## src/shared/rsl_pkg.sv

```systemverilog
/*
 Package for the reset strap latch: strap bit positions, reset values,
 decoded mode enumerations and the packed carriers shared by the design.
 Assumes a single 200 MHz clock domain and a synchronous active-high reset.
*/
package rsl_pkg;

    // Number of strap inputs
    localparam int RSL_NUM_STRAPS = 5;

    // Bit positions in the strap status word
    localparam int RSL_BIT_LDO  = 0;
    localparam int RSL_BIT_BOOT = 1;
    localparam int RSL_BIT_SEC  = 2;
    localparam int RSL_BIT_LOG  = 3;
    localparam int RSL_BIT_SDIO = 4;

    // Value of the strap word before any capture (the pull defaults)
    localparam logic [4:0] RSL_STRAP_RESET = 5'h1A;

    // Pull direction per strap while reset holds: 1 = pull-up, 0 = pull-down
    localparam logic [4:0] RSL_PULL_UP_MASK = 5'h1A;

    // Clock period and minimum chip-enable low time
    localparam int RSL_CLK_PERIOD_PS = 5000;
    localparam int RSL_CE_LOW_MIN_NS = 50000;
    localparam int RSL_CE_LOW_CYCLES = (RSL_CE_LOW_MIN_NS * 1000 + RSL_CLK_PERIOD_PS - 1)
                                       / RSL_CLK_PERIOD_PS;

    // Boot source decoded from straps
    typedef enum logic [2:0] {
        RSL_BOOT_FLASH    = 3'h1,
        RSL_BOOT_DOWNLOAD = 3'h2,
        RSL_BOOT_INVALID  = 3'h4
    } rsl_boot_e;

    // Regulator output level
    typedef enum logic [1:0] {
        RSL_LDO_3V3 = 2'h1,
        RSL_LDO_1V8 = 2'h2
    } rsl_ldo_e;

    // Firmware override controls
    typedef struct packed {
        logic ldo_ovr_en;     // Use ldo_ovr_1v8 instead of the strap
        logic ldo_ovr_1v8;    // Override level, 1 = 1.8 V
        logic sdio_ovr_en;    // Use sdio_ovr_edges instead of the straps
        logic [1:0] sdio_ovr_edges; // {sample_rising, output_rising}
        logic ldo_power_off;  // Switch the regulator off
    } rsl_ctrl_s;

    // Decoded configuration handed to boot logic
    typedef struct packed {
        rsl_boot_e boot_src;
        logic      ldo_enable;
        rsl_ldo_e  ldo_level;
        logic      log_enable;
        logic      sdio_sample_rising;
        logic      sdio_output_rising;
    } rsl_cfg_s;

    // Decode while the block itself is in reset: matches the pull defaults
    localparam rsl_cfg_s RSL_CFG_RESET = '{RSL_BOOT_FLASH, 1'b1, RSL_LDO_3V3, 1'b1, 1'b1, 1'b1};

endpackage

```

## src/hdl/rsl_ce_filter.sv

```systemverilog
/*
 Chip-enable qualifier: counts how long chip_enable_in has stayed low and
 asserts a system reset request once it has been low for the minimum time.
 Assumes chip_enable_in is synchronous to clock.
*/
`timescale 1ns/10ps
module rsl_ce_filter
    import rsl_pkg::*;
#(
    parameter int LOW_CYCLES = RSL_CE_LOW_CYCLES
) (
    // Clock and reset
    input  wire logic clock,
    input  wire logic rst,
    // Pin side
    input  wire logic chip_enable_in,
    // Qualified reset request, held while the chip is in reset
    output logic      sys_reset
);

    localparam int CW = $clog2(LOW_CYCLES + 1);

    // Elaboration check: a zero count would let any glitch reset the chip
    if (LOW_CYCLES < 1) begin : g_bad_low_cycles
        $error("LOW_CYCLES must be at least one");
    end

    logic [CW-1:0] low_count;   // Cycles the pin has stayed low

    // Count low time; a short glitch low does not reset the chip
    always_ff @(posedge clock) begin
        if (rst || chip_enable_in) begin
            low_count <= '0;
        end else if (low_count != CW'(LOW_CYCLES)) begin
            low_count <= low_count + CW'(1);
        end
    end

    // Reset stays asserted from qualification until the pin rises again
    always_ff @(posedge clock) begin
        if (rst) begin
            sys_reset <= 1'b1;
        end else if (chip_enable_in) begin
            sys_reset <= 1'b0;
        end else if (low_count == CW'(LOW_CYCLES)) begin
            sys_reset <= 1'b1;
        end
    end

endmodule // rsl_ce_filter

```

## src/hdl/rsl_strap_latch.sv

```systemverilog
/*
 Reset strap latch: samples five strap pins when system reset is released,
 holds them, decodes boot source, regulator level, boot log and SDIO edges,
 and lets firmware override the regulator and SDIO settings.
 Assumes all inputs are synchronous to clock; pin pads resolve pulls.
*/
// Summary of operation
// Latch straps once at reset release
// All five latched bits readable together
// Weak pulls enabled while reset holds
// Pins return to function; latch frozen
// Voltage strap 1 gives 1.8 V
// Boot strap decides flash or download boot
// Log strap enables boot log on serial
// Log and fifth strap set SDIO edges
// Firmware overrides beat latched strap values
// Software can switch regulator off
// Host waits 50 us after rails
// Host holds chip enable low 50 us
// Board drives voltage strap high for 1.8 V
// Status bits ordered voltage, boot, second, log, fifth
`timescale 1ns/10ps
module rsl_strap_latch
    import rsl_pkg::*;
#(
    parameter int CE_LOW_CYCLES = RSL_CE_LOW_CYCLES
) (
    // Clock and reset
    input  wire logic        clock,
    input  wire logic        rst,
    // Chip enable and reset cause
    input  wire logic        chip_enable_in,
    input  wire logic        wdt_reset,          // RTC watchdog reset request
    input  wire logic        brownout_reset,     // Brownout reset request
    // Strap pin inputs
    input  wire logic        ldo_voltage_strap,
    input  wire logic        primary_boot_strap,
    input  wire logic        secondary_boot_strap,
    input  wire logic        log_timing_strap,
    input  wire logic        sdio_edge_strap,
    // Pad pull controls
    output logic [4:0]       pull_up_en,
    output logic [4:0]       pull_down_en,
    output logic             pins_functional,
    // Firmware controls
    input  wire rsl_ctrl_s   ctrl,
    // Status and decoded configuration
    output logic [4:0]       strap_status,
    output rsl_cfg_s         cfg,
    output logic             in_reset,
    // Boot log gate for the first serial transmitter
    input  wire logic        log_tx_data,
    input  wire logic        boot_done,
    output logic             first_serial_tx
);

    logic ce_reset;       // Qualified chip-enable reset
    logic sys_rst;        // Any reset cause
    logic sys_rst_d;      // Previous cycle of sys_rst
    logic [4:0] pins;     // Strap pins gathered into one word
    logic booting;        // Between reset release and boot_done

    // Elaboration check: a zero count would let any glitch reset the chip
    if (CE_LOW_CYCLES < 1) begin : g_bad_ce_cycles
        $error("CE_LOW_CYCLES must be at least one");
    end

    // Chip-enable low-time qualifier; host keeps the low time
    rsl_ce_filter #(
        .LOW_CYCLES     (CE_LOW_CYCLES)
    ) u_ce_filter (
        .clock          (clock),
        .rst            (rst),
        .chip_enable_in (chip_enable_in),
        .sys_reset      (ce_reset)
    );

    // Any of chip-enable, watchdog or brownout holds the system in reset
    assign sys_rst  = ce_reset | wdt_reset | brownout_reset;
    assign in_reset = sys_rst;

    // Status word packing order
    assign pins = {sdio_edge_strap, log_timing_strap, secondary_boot_strap,
                   primary_boot_strap, ldo_voltage_strap};

    // Delay reset so the release edge can be seen
    always_ff @(posedge clock) begin
        if (rst) begin
            sys_rst_d <= 1'b1;
        end else begin
            sys_rst_d <= sys_rst;
        end
    end

    // Capture only on the release edge, hold until next reset release
    always_ff @(posedge clock) begin
        if (rst) begin
            strap_status <= RSL_STRAP_RESET;
        end else if (sys_rst_d && !sys_rst) begin
            strap_status <= pins;
        end
        // Later pin activity leaves the latch untouched
    end

    // Pulls on during reset, pins functional afterwards
    always_ff @(posedge clock) begin
        if (rst || sys_rst) begin
            pull_up_en      <= RSL_PULL_UP_MASK;
            pull_down_en    <= ~RSL_PULL_UP_MASK;
            pins_functional <= 1'b0;
        end else begin
            pull_up_en      <= 5'h00;
            pull_down_en    <= 5'h00;
            pins_functional <= 1'b1;
        end
    end

    // Booting window for the log gate
    always_ff @(posedge clock) begin
        if (rst || sys_rst) begin
            booting <= 1'b1;
        end else if (boot_done) begin
            booting <= 1'b0;
        end
    end

    // Decode of the latched bits with firmware overrides
    always_ff @(posedge clock) begin
        if (rst) begin
            cfg <= RSL_CFG_RESET;
        end else begin
            // Boot source from the two boot straps
            if (strap_status[RSL_BIT_BOOT]) begin
                cfg.boot_src <= RSL_BOOT_FLASH;
            end else if (!strap_status[RSL_BIT_SEC]) begin
                cfg.boot_src <= RSL_BOOT_DOWNLOAD;
            end else begin
                cfg.boot_src <= RSL_BOOT_INVALID;
            end
            cfg.ldo_enable <= !ctrl.ldo_power_off;
            // Override wins over the strap
            if (ctrl.ldo_ovr_en) begin
                cfg.ldo_level <= ctrl.ldo_ovr_1v8 ? RSL_LDO_1V8 : RSL_LDO_3V3;
            end else begin
                cfg.ldo_level <= strap_status[RSL_BIT_LDO] ? RSL_LDO_1V8 : RSL_LDO_3V3;
            end
            cfg.log_enable <= strap_status[RSL_BIT_LOG];
            if (ctrl.sdio_ovr_en) begin
                cfg.sdio_sample_rising <= ctrl.sdio_ovr_edges[1];
                cfg.sdio_output_rising <= ctrl.sdio_ovr_edges[0];
            end else begin
                cfg.sdio_sample_rising <= strap_status[RSL_BIT_LOG];
                cfg.sdio_output_rising <= strap_status[RSL_BIT_SDIO];
            end
        end
    end

    // Silent line idles high; while booting, log passes only if enabled
    always_ff @(posedge clock) begin
        if (rst) begin
            first_serial_tx <= 1'b1;
        end else if (booting && !strap_status[RSL_BIT_LOG]) begin
            first_serial_tx <= 1'b1;
        end else begin
            first_serial_tx <= log_tx_data;
        end
    end

    // Assertions
    property p_latch_on_release;
        @(posedge clock) disable iff (rst)
        ($fell(sys_rst) && !$past(rst)) |=> strap_status == $past(pins);
    endproperty
    a_latch_on_release: assert property (p_latch_on_release)
        else $error("straps not latched at reset release");

    property p_latch_hold;
        @(posedge clock) disable iff (rst)
        (!sys_rst && !sys_rst_d) |=> $stable(strap_status);
    endproperty
    a_latch_hold: assert property (p_latch_hold)
        else $error("strap latch changed outside release");

    property p_pulls;
        @(posedge clock) disable iff (rst)
        sys_rst |=> pull_up_en == 5'h1A && pull_down_en == 5'h05 && !pins_functional;
    endproperty
    a_pulls: assert property (p_pulls)
        else $error("pulls wrong during reset");

    property p_ldo;
        @(posedge clock) disable iff (rst)
        (!ctrl.ldo_ovr_en && strap_status[0]) |=> cfg.ldo_level == RSL_LDO_1V8;
    endproperty
    a_ldo: assert property (p_ldo)
        else $error("regulator level does not follow strap");

    property p_boot;
        @(posedge clock) disable iff (rst)
        strap_status[1] |=> cfg.boot_src == RSL_BOOT_FLASH;
    endproperty
    a_boot: assert property (p_boot)
        else $error("flash boot not selected");

    property p_silent;
        @(posedge clock) disable iff (rst)
        (booting && !strap_status[3]) |=> first_serial_tx;
    endproperty
    a_silent: assert property (p_silent)
        else $error("serial line toggled while silenced");

    property p_sdio_edges;
        @(posedge clock) disable iff (rst)
        !ctrl.sdio_ovr_en |=> cfg.sdio_sample_rising == $past(strap_status[3])
                              && cfg.sdio_output_rising == $past(strap_status[4]);
    endproperty
    a_sdio_edges: assert property (p_sdio_edges)
        else $error("SDIO edges do not follow straps");

    property p_ovr;
        @(posedge clock) disable iff (rst)
        (ctrl.ldo_ovr_en && ctrl.ldo_ovr_1v8) |=> cfg.ldo_level == RSL_LDO_1V8;
    endproperty
    a_ovr: assert property (p_ovr)
        else $error("override did not win");

    property p_off;
        @(posedge clock) disable iff (rst)
        ctrl.ldo_power_off |=> !cfg.ldo_enable;
    endproperty
    a_off: assert property (p_off)
        else $error("regulator not switched off");

    c_release: cover property (@(posedge clock) disable iff (rst) $fell(sys_rst));
    c_download: cover property (@(posedge clock) disable iff (rst)
        cfg.boot_src == RSL_BOOT_DOWNLOAD);
    c_override: cover property (@(posedge clock) disable iff (rst) ctrl.sdio_ovr_en);

endmodule // rsl_strap_latch

```

## config.mk

```make
export PLATFORM = sky130hd
export DESIGN_NAME = rsl_strap_latch
export DESIGN_NICKNAME = d
export VERILOG_FILES = /design/src/shared/rsl_pkg.sv /design/src/hdl/rsl_ce_filter.sv /design/src/hdl/rsl_strap_latch.sv
export SDC_FILE = /design/constraint.sdc
export NUM_CORES = 1
export LEC_CHECK = 0
export ABC_AREA = 1
export BUFFER_PORTS_ARGS = -buffer_cell sky130_fd_sc_hd__clkbuf_2
export CELL_PAD_IN_SITES_DETAIL_PLACEMENT = 1
export CELL_PAD_IN_SITES_GLOBAL_PLACEMENT = 1
export CORE_ASPECT_RATIO = 2
export CORE_MARGIN = 8
export CORE_UTILIZATION = 35
export DETAILED_ROUTE_END_ITERATION = 7
export PLACE_DENSITY = 0.79
export SYNTH_ARGS = -nofsm -noshare
export SYNTH_HDL_FRONTEND = slang
export SYNTH_SLANG_ARGS = --single-unit
```

## constraint.sdc

```tcl
create_clock -name clock -period 1.3 [get_ports clock]
set_input_delay 0.065 -clock clock [delete_from_list [all_inputs] [get_ports clock]]
set_output_delay 0.065 -clock clock [all_outputs]
set_load 0.01 [all_outputs]
```

==> results of run 1 <==
[cell usage after synthesis]
cell,count
a21oi_1,12
buf_4,10
clkinv_1,1
conb_1,1
dfxtp_1,34
ha_1,2
inv_1,30
nand2_1,41
nand2_2,1
nand3_1,15
nand3_2,1
nand3b_1,2
nand4_1,3
nor2_1,34
nor2_2,6
nor2_4,1
nor3_1,2
o211ai_1,2
o21ai_0,11
or2_2,2
xor2_1,1
[worst max-delay path, stage by stage, from the launching register on]
cell and delay, ns:
dfxtp_4 0.38, ha_2 0.20, nand2_2 0.11, nor2_4 0.20, nand3_1 0.09, nand2_1 0.08
a21oi_1 0.06
[worst paths after layout]
kind | from | end | slack (ns) | depth (start not counted)
setup / recovery | u_ce_filter.low_count[0] | u_ce_filter.low_count[12] | 0.08 | 6
hold / removal | log_timing_strap | strap_status[3] | -0.002 | 3
setup reg to reg | u_ce_filter.low_count[0] | u_ce_filter.low_count[12] | 0.08 | 6
hold reg to reg | strap_status[2] | cfg[7] | 0.44 | 1
[report_power, final]
| part | switching [mW] | internal, mW | total (mW) |
|---|---|---|---|
| sequential | 0.0148 | 1.07 | 1.08 |
| combinational | 0.0948 | 0.0734 | 0.168 |
| clock | 0.393 | 0.359 | 0.752 |
| total | 0.502 | 1.50 | 2.00 |
[logic make-up (layout without fill, tap and decap cells)]
logic type | Yosys count | count (layout) | synth area share, %
AOI/OAI and AO/OA | 25 | 25 | 8.57
adders and majority gates | 2 | 2 | 1.65
other | 1 | 5 | 0.247
xor gates and xnor gates | 1 | 1 | 0.577
DFF | 34 | 34 | 44.8
and+or+nand+nor | 108 | 108 | 31.5
buffers and inverters | 41 | 86 | 12.6
[metrics by stage]
| stage | TNS [ns] | hold slack [ns] | area (um2) |
|---|---|---|---|
| after global placement | 0 | 0.224 | 1750 |
| after CTS | 0 | 0.00000247 | 1880 |
| final | 0 | -0.00215 | 1910 |
| after floorplan | 0 | 0.135 | 1530 |
| after detailed placement | 0 | 0.225 | 1750 |
| after global routing | -0.0290 | 0.00989 | 1910 |
[sequential cells by signal, indices dropped and copies added, names as in the netlist]
signal,cells
u_ce_filter.low_count,14
cfg,9
strap_status,5
booting,1
first_serial_tx,1
pins_functional,1
pull_down_en,1
sys_rst_d,1
u_ce_filter.sys_reset,1
[final cells by class]
type	count	area [um2]	area share, %
clock buffer	5	68.8	3.60
clock inverter	2	10.0	0.524
inverter	31	116	6.09
multi-input combinational	141	686	35.9
sequential	34	687	36.0
tap	54	67.6	3.54
timing repair buffer	48	275	14.4
[metal layers]
metal | up-vias | part of all wire [%] | GRT usage [%]
met2 | 24 | 55 | 24.8
met4 | 0 | 1.5 | 4.93
met3 | 6 | 4.9 | 4.42
met1 | 700 | 39 | 13.3
met5 | - | 0 | 0
li1 | 745 | - | -
[repair_timing]
| item | 4_1_cts | 5_1_grt |
|---|---|---|
| resized for setup | 0 | 11 |
| endpoints found under the setup margin | 0 | 7 |
| hold buffers | 5 | 0 |
| endpoints found under the hold margin | 5 | 0 |
==> flow_summary.toml, run 1 <==
[status]
status = "finished with violations"
failed_checks = "negative hold slack"

[finish]
utilization_pct = 44.9
num_antenna_cells = 0
syn_to_final_growth_pct = 25.9
layout_common_cells = "40 x nand2_1, 39 x clkbuf_2, 33 x nor2_1"
fin_nets = 281
num-fill-cells = 561
fin_cells = 315
drive_gt1_share_pct = 26.8
mostFrequentLayoutCell = "nand2_1"

[power]
ir_worst_vdd_mv = 0.804
total_power_mw = 2.00
p_leak_nw = 0.823
powerDensity_nw_per_um2 = 1050

[yosys]
mappedNetlistArea_um2 = 1520
synth_cell_type_count = 21
synth-seq-cells = 34
yosys-top-cells-area = "dfxtp_1 45%, nand2_1 10%, nor2_1 8.4%, inv_1 7.4%, buf_4 4.9%"
syn_inst = 212
syn-mean-instance-area_um2 = 7.16
ys_warn_count = 0
yosys.area.top_type = "dfxtp_1"
synth.top_cell.area_share_pct = 44.8
yosysSeqAreaShare_pct = 44.8

[routing]
drt-total-wl_um = 4450
wl_per_cell_um = 14.1
dr.pass1.iters = 4
drtIter0Drc = 17
vias = 1475
drc = 0
vias_per_cell = 4.68
antenna_left = 0

[sta]
layout_min_cycle_time_ns = 1.22
max_freq_mhz = 821
layout_setup_ws_ns = 0.0813
final_hold_viol_count = 1
setup_viol = 0
min_period_over_period_pct = 93.7
rsz0062_at_grt = "true"
fin_worst_skew_ns = 0.00563
whs_ns = -0.00215
drv_slew = 0

[placement]
dp.final_hpwl_um = 3310
placedCellCount = 303
gp_congestion = 0.877
io_buffers = 39
dp_slack_ns = 0.0328

[critical_path]
start_kind = "flop"
critPathKind = "reg -> reg"
cp-end-kind = "flop"
cp_data_arrival_time_ns = 1.40
required_ns = 1.48
crit_fanout = 6

[min_path]
min_path_type = "in -> reg"

[grt]
grt-ovfl-total = 0
grt_max_degree = 12
grt_first_pass_wirelength_um = 7290
first_global_vias = 1574
antenna_found_initial = 0
track_usage_pct = 13.3

[cts]
htreeDepth = 2
cts_root_buf = "clkbuf_8"
worstSkewPairLatency_ns = 0.29
clkTransAtPathRegs_ns = 0.07
cts.sinks = 34
post_cts_buffers = 0
cts_tree = "done"
cts_made_buffers = 5
cts_buffer_depth = 2

[die]
num_io_pins = 45
core_area_um2 = 4250
die_area_um2 = 6830
die_h_um = 109
die_x_um = 62.6
rows = 34
start_util_pct = 35.7

[job]
drv_cap = 0
Power figures use the tool's default switching activity.
==> run 2, diff against run 1 <==
Settings changed: SETUP_SLACK_MARGIN set to 0.3.
==> flow_summary.toml, run 2 (synthesis gave the netlist of run 1 again) <==
[critical_path]
cp_slowest_cell = "dfxtp_4"
crit_fanout = 3
critPathKind = "reg -> reg"
cp-end-kind = "flop"
reg2reg_from = "u_ce_filter.low_count[1]"
path_cells = "inv_4 > ha_4 > inv_2 > nor2_1 > nand3b_1 > nor2_2 > nor2_1 > nor2_1"
reg2regPathDepth = 8
crit_top_cell = "nor2_1"
max_stage_delay_ns = 0.37
required_ns = 1.51
worst_r2r_endpoint = "u_ce_filter.low_count[0]"
r2r_setup_slack_ns = 0.14
start_kind = "flop"
cp_data_arrival_time_ns = 1.37

[sta]
layout_min_cycle_time_ns = 1.16
whs_ns = 0.00279
drv_slew = 0
setup_viol = 0
fin_worst_skew_ns = 0.00933
rsz0062_at_grt = "true"
layout_setup_ws_ns = 0.142
setup_tns_ns = 0
min_period_over_period_pct = 89.1
max_freq_mhz = 864
final_hold_viol_count = 0

[grt]
grt_max_degree = 12
track_usage_pct = 13.9
first_global_vias = 1713
antenna_found_initial = 0
grt-ovfl-total = 0
grt_first_pass_wirelength_um = 7760

[routing]
vias = 1527
wl_per_cell_um = 14.9
dr.pass1.iters = 4
drc = 0
vias_per_cell = 4.74
drtIter0Drc = 25
antenna_left = 0
drt-total-wl_um = 4800

[min_path]
whs_endpoint = "strap_status[4]"
min_path_type = "in -> reg"
hold_depth = 3
min_from = "sdio_edge_strap"

[finish]
seq_area_um2 = 708
drive_gt1_share_pct = 41.0
largest_reg_flops = 14
syn_to_final_growth_pct = 41.3
num_antenna_cells = 0
fin_nets = 287
layout_common_cells = "39 x clkbuf_2, 37 x nand2_1, 25 x nor2_1"
num-fill-cells = 551
reg_top3 = "u_ce_filter.low_count x14, cfg x9, strap_status x5"
mostFrequentLayoutCell = "clkbuf_2"
multi_input_area_um2 = 816
largest_register = "u_ce_filter.low_count"
fin_cells = 322

[cts]
cts_root_buf = "clkbuf_8"
cts.sinks = 34
cts_tree = "done"
cts_made_buffers = 5
worstSkewPairLatency_ns = 0.29
htreeDepth = 2
clkTransAtPathRegs_ns = 0.07
cts_buffer_depth = 2

[power]
ir_worst_vdd_mv = 1.06
p_leak_nw = 0.914
powerDensity_nw_per_um2 = 987
total_power_mw = 2.12

[placement]
io_buffers = 39
dp.final_hpwl_um = 3310
placedCellCount = 301
gp_congestion = 0.857
dp_slack_ns = 0.114

[die]
core_area_um2 = 4250
num_io_pins = 45
die_area_um2 = 6830
die_x_um = 62.6
die_h_um = 109
start_util_pct = 35.7
rows = 34

[status]
status = "finished clean"

[job]
drv_cap = 0
run 2: cell types whose count changed in the layout (fill, tap and decap cells not counted), sizes merged:
cell | previous run | this run
buf | 4 | 11
clkbuf | 44 | 45
clkinv | 3 | 2
dlygate4sd3 | 5 | 4
inv | 30 | 31
run 2: worst max path at each step:
| stage | start | to | slack [ns] | depth (start not counted) |
|---|---|---|---|---|
| floorplan | u_ce_filter.low_count[4] | u_ce_filter.low_count[7] | 0.29 | 5 |
| global placement | u_ce_filter.low_count[9] | u_ce_filter.low_count[0] | 0.15 | 6 |
| detailed placement | u_ce_filter.low_count[4] | u_ce_filter.low_count[1] | 0.11 | 7 |
| CTS | u_ce_filter.low_count[0] | u_ce_filter.low_count[1] | 0.16 | 8 |
| global route | u_ce_filter.low_count[1] | u_ce_filter.low_count[1] | 0.04 | 8 |
| finish | u_ce_filter.low_count[1] | u_ce_filter.low_count[0] | 0.14 | 8 |
run 2: metal layers:
layer | wire length (um) | global-route usage, %
met5 | 0 | 0
met2 | 2670 | 26.5
met3 | 190 | 3.81
met1 | 1820 | 14.0
met4 | 116 | 5.25
run 2: layout make-up:
cell class              count  share of cell area [%]
multi-input cells         141                    38.0
repair buffers             54                    15.8
flip-flops and latches     34                    33.0
clock buffers               6                    3.85
clock inverters             2                   0.525
well taps                  54                    3.15
inverters                  31                    5.66
run 2: through the flow:
| stage | utilization (%) | instance area, um2 |
|---|---|---|
| 6_report | 50.4 | 2140 |
| 5_1_grt | 50.4 | 2140 |
| 4_1_cts | 49.0 | 2080 |
| 3_5_place_dp | 41.9 | 1780 |
| 3_3_place_gp | 41.9 | 1780 |
| 2_1_floorplan | - | 1580 |
run 2: worst max-delay path: cells and delay by family (launching register included):
family / cells / cell delay (ns)
AND/OR/NAND/NOR: 5 / 0.47
adder cells (fa/ha/maj): 1 / 0.16
buffers and inverters: 2 / 0.10
flip-flops: 1 / 0.37
run 2: timing repair:
item,in CTS,in global routing
endpoints found under the hold margin,4,0
setup buffers,8,1
gates resized for setup,39,13
setup endpoints to repair,21,20
hold buffers,4,0
pin swaps,10,7
run 2: power by group:
| part | internal (mW) | switching, mW | total [mW] |
|---|---|---|---|
| Combinational | 0.0923 | 0.111 | 0.204 |
| Sequential | 1.06 | 0.0185 | 1.08 |
| Clock | 0.427 | 0.405 | 0.832 |
==> run 3, diff against run 2 <==
Settings changed: GPL_TIMING_DRIVEN set to 0.
==> flow_summary.toml, run 3 (synthesis gave the netlist of run 1 again) <==
[routing]
vias = 1525
drtIter0Drc = 36
wl_met3_um = 213
wl_per_cell_um = 13.6
dr.pass1.iters = 4
vias_per_cell = 4.64
drt-total-wl_um = 4480
dr_wl_met2_um = 2440
antenna_left = 0
drc = 0
wl_met1_um = 1750
dr.max_layer_used = "met4"

[die]
start_util_pct = 35.7
core_area_um2 = 4250
rows = 34
die_h_um = 109
num_io_pins = 45
die_area_um2 = 6830
die_x_um = 62.6

[finish]
layout_common_cells = "38 x clkbuf_2, 34 x nand2_1, 26 x nor2_1"
num-fill-cells = 562
syn_to_final_growth_pct = 42.5
largest_reg_flops = 14
reg_top3 = "u_ce_filter.low_count x14, cfg x9, strap_status x5"
largest_register = "u_ce_filter.low_count"
drive_gt1_share_pct = 41.5
mostFrequentLayoutCell = "clkbuf_2"
fin_nets = 295
final_cell_area_um2 = 2160
num_antenna_cells = 0

[grt]
grt_first_pass_wirelength_um = 7400
first_global_vias = 1666
grt_max_degree = 11
grt-ovfl-total = 0
track_usage_pct = 13.4
antenna_found_initial = 0

[cts]
cts_made_buffers = 5
cts_tree = "done"
clkTransAtPathRegs_ns = 0.07
cts.sinks = 34
cts_root_buf = "clkbuf_8"
worstSkewPairLatency_ns = 0.29
htreeDepth = 2
cts_buffer_depth = 2

[critical_path]
cp_data_arrival_time_ns = 1.37
critPathKind = "reg -> reg"
required_ns = 1.52
start_kind = "flop"
r2r_setup_slack_ns = 0.15
crit_fanout = 4
cp-end-kind = "flop"

[sta]
min_period_over_period_pct = 88.2
setup_viol = 0
drv_slew = 0
rsz0062_at_grt = "true"
fin_worst_skew_ns = 0.00434
setup_tns_ns = 0
layout_min_cycle_time_ns = 1.15
final_hold_viol_count = 1
max_freq_mhz = 873
whs_ns = -0.00190

[power]
ir_worst_vdd_mv = 0.689
p_leak_nw = 0.955
powerDensity_nw_per_um2 = 936

[placement]
place_area_um2 = 1840
gp_congestion = 0.826
io_buffers = 39
dp.final_hpwl_um = 3230

[min_path]
min_path_type = "in -> reg"

[job]
drv_cap = 0

[status]
status = "finished with violations"
failed_checks = "negative hold slack"
-- run 3: final cells by class --
class	count	area (um2)	area share, %
multi-input cells	141	790	36.5
plain buffers	10	75.1	3.47
clock buffers	5	68.8	3.18
flip-flops and latches	34	716	33.1
inverters	31	121	5.61
well taps	54	67.6	3.13
clock inverters	2	10.0	0.463
repair buffers	52	314	14.5
-- run 3: repair_timing --
action,4_1_cts,5_1_grt
endpoints found under the hold margin,6,0
pin swaps,6,11
resized for setup,33,18
endpoints found under the setup margin,23,17
hold buffers,6,0
setup buffers,3,4
-- run 3: routing by layer --
metal / track usage, % / vias to the layer above
met5: 0 / -
met4: 6.90 / 0
met3: 4.12 / 6
met2: 24.0 / 32
li1: - / 771
met1: 13.7 / 716
-- run 3: final timing paths --
| path | from | endpoint | depth (start not counted) |
|---|---|---|---|
| max | u_ce_filter.low_count[1] | u_ce_filter.low_count[0] | 8 |
| max reg2reg | u_ce_filter.low_count[1] | u_ce_filter.low_count[0] | 8 |
| min reg2reg | strap_status[2] | cfg[7] | 1 |
| min | sdio_edge_strap | strap_status[4] | 3 |
-- run 3: power breakdown --
group / switching [mW] / internal, mW
logic: 0.103 / 0.101
registers: 0.0174 / 1.06
clock network: 0.383 / 0.359
-- run 3: metrics by stage --
stage	total power [mW]	hold slack (ns)	setup WS, ns	util, %	cells
3_3_place_gp	1.27	0.225	0.112	43.3	309
3_5_place_dp	1.28	0.234	0.0590	43.3	309
2_1_floorplan	1.20	0.135	0.286	-	216
5_1_grt	2.10	0.00957	0.0776	50.8	329
6_report	2.02	-0.00190	0.154	50.8	329
4_1_cts	2.05	0.00354	0.174	49.0	325
-- run 3: worst max-delay path, stage by stage (launching register included) --
cell      delay (ns)
dfxtp_4         0.37
inv_4           0.06
ha_4            0.15
inv_2           0.03
nor2_2          0.07
nand3b_1        0.09
nor2_2          0.16
nor2_1          0.07
nor2_1          0.08
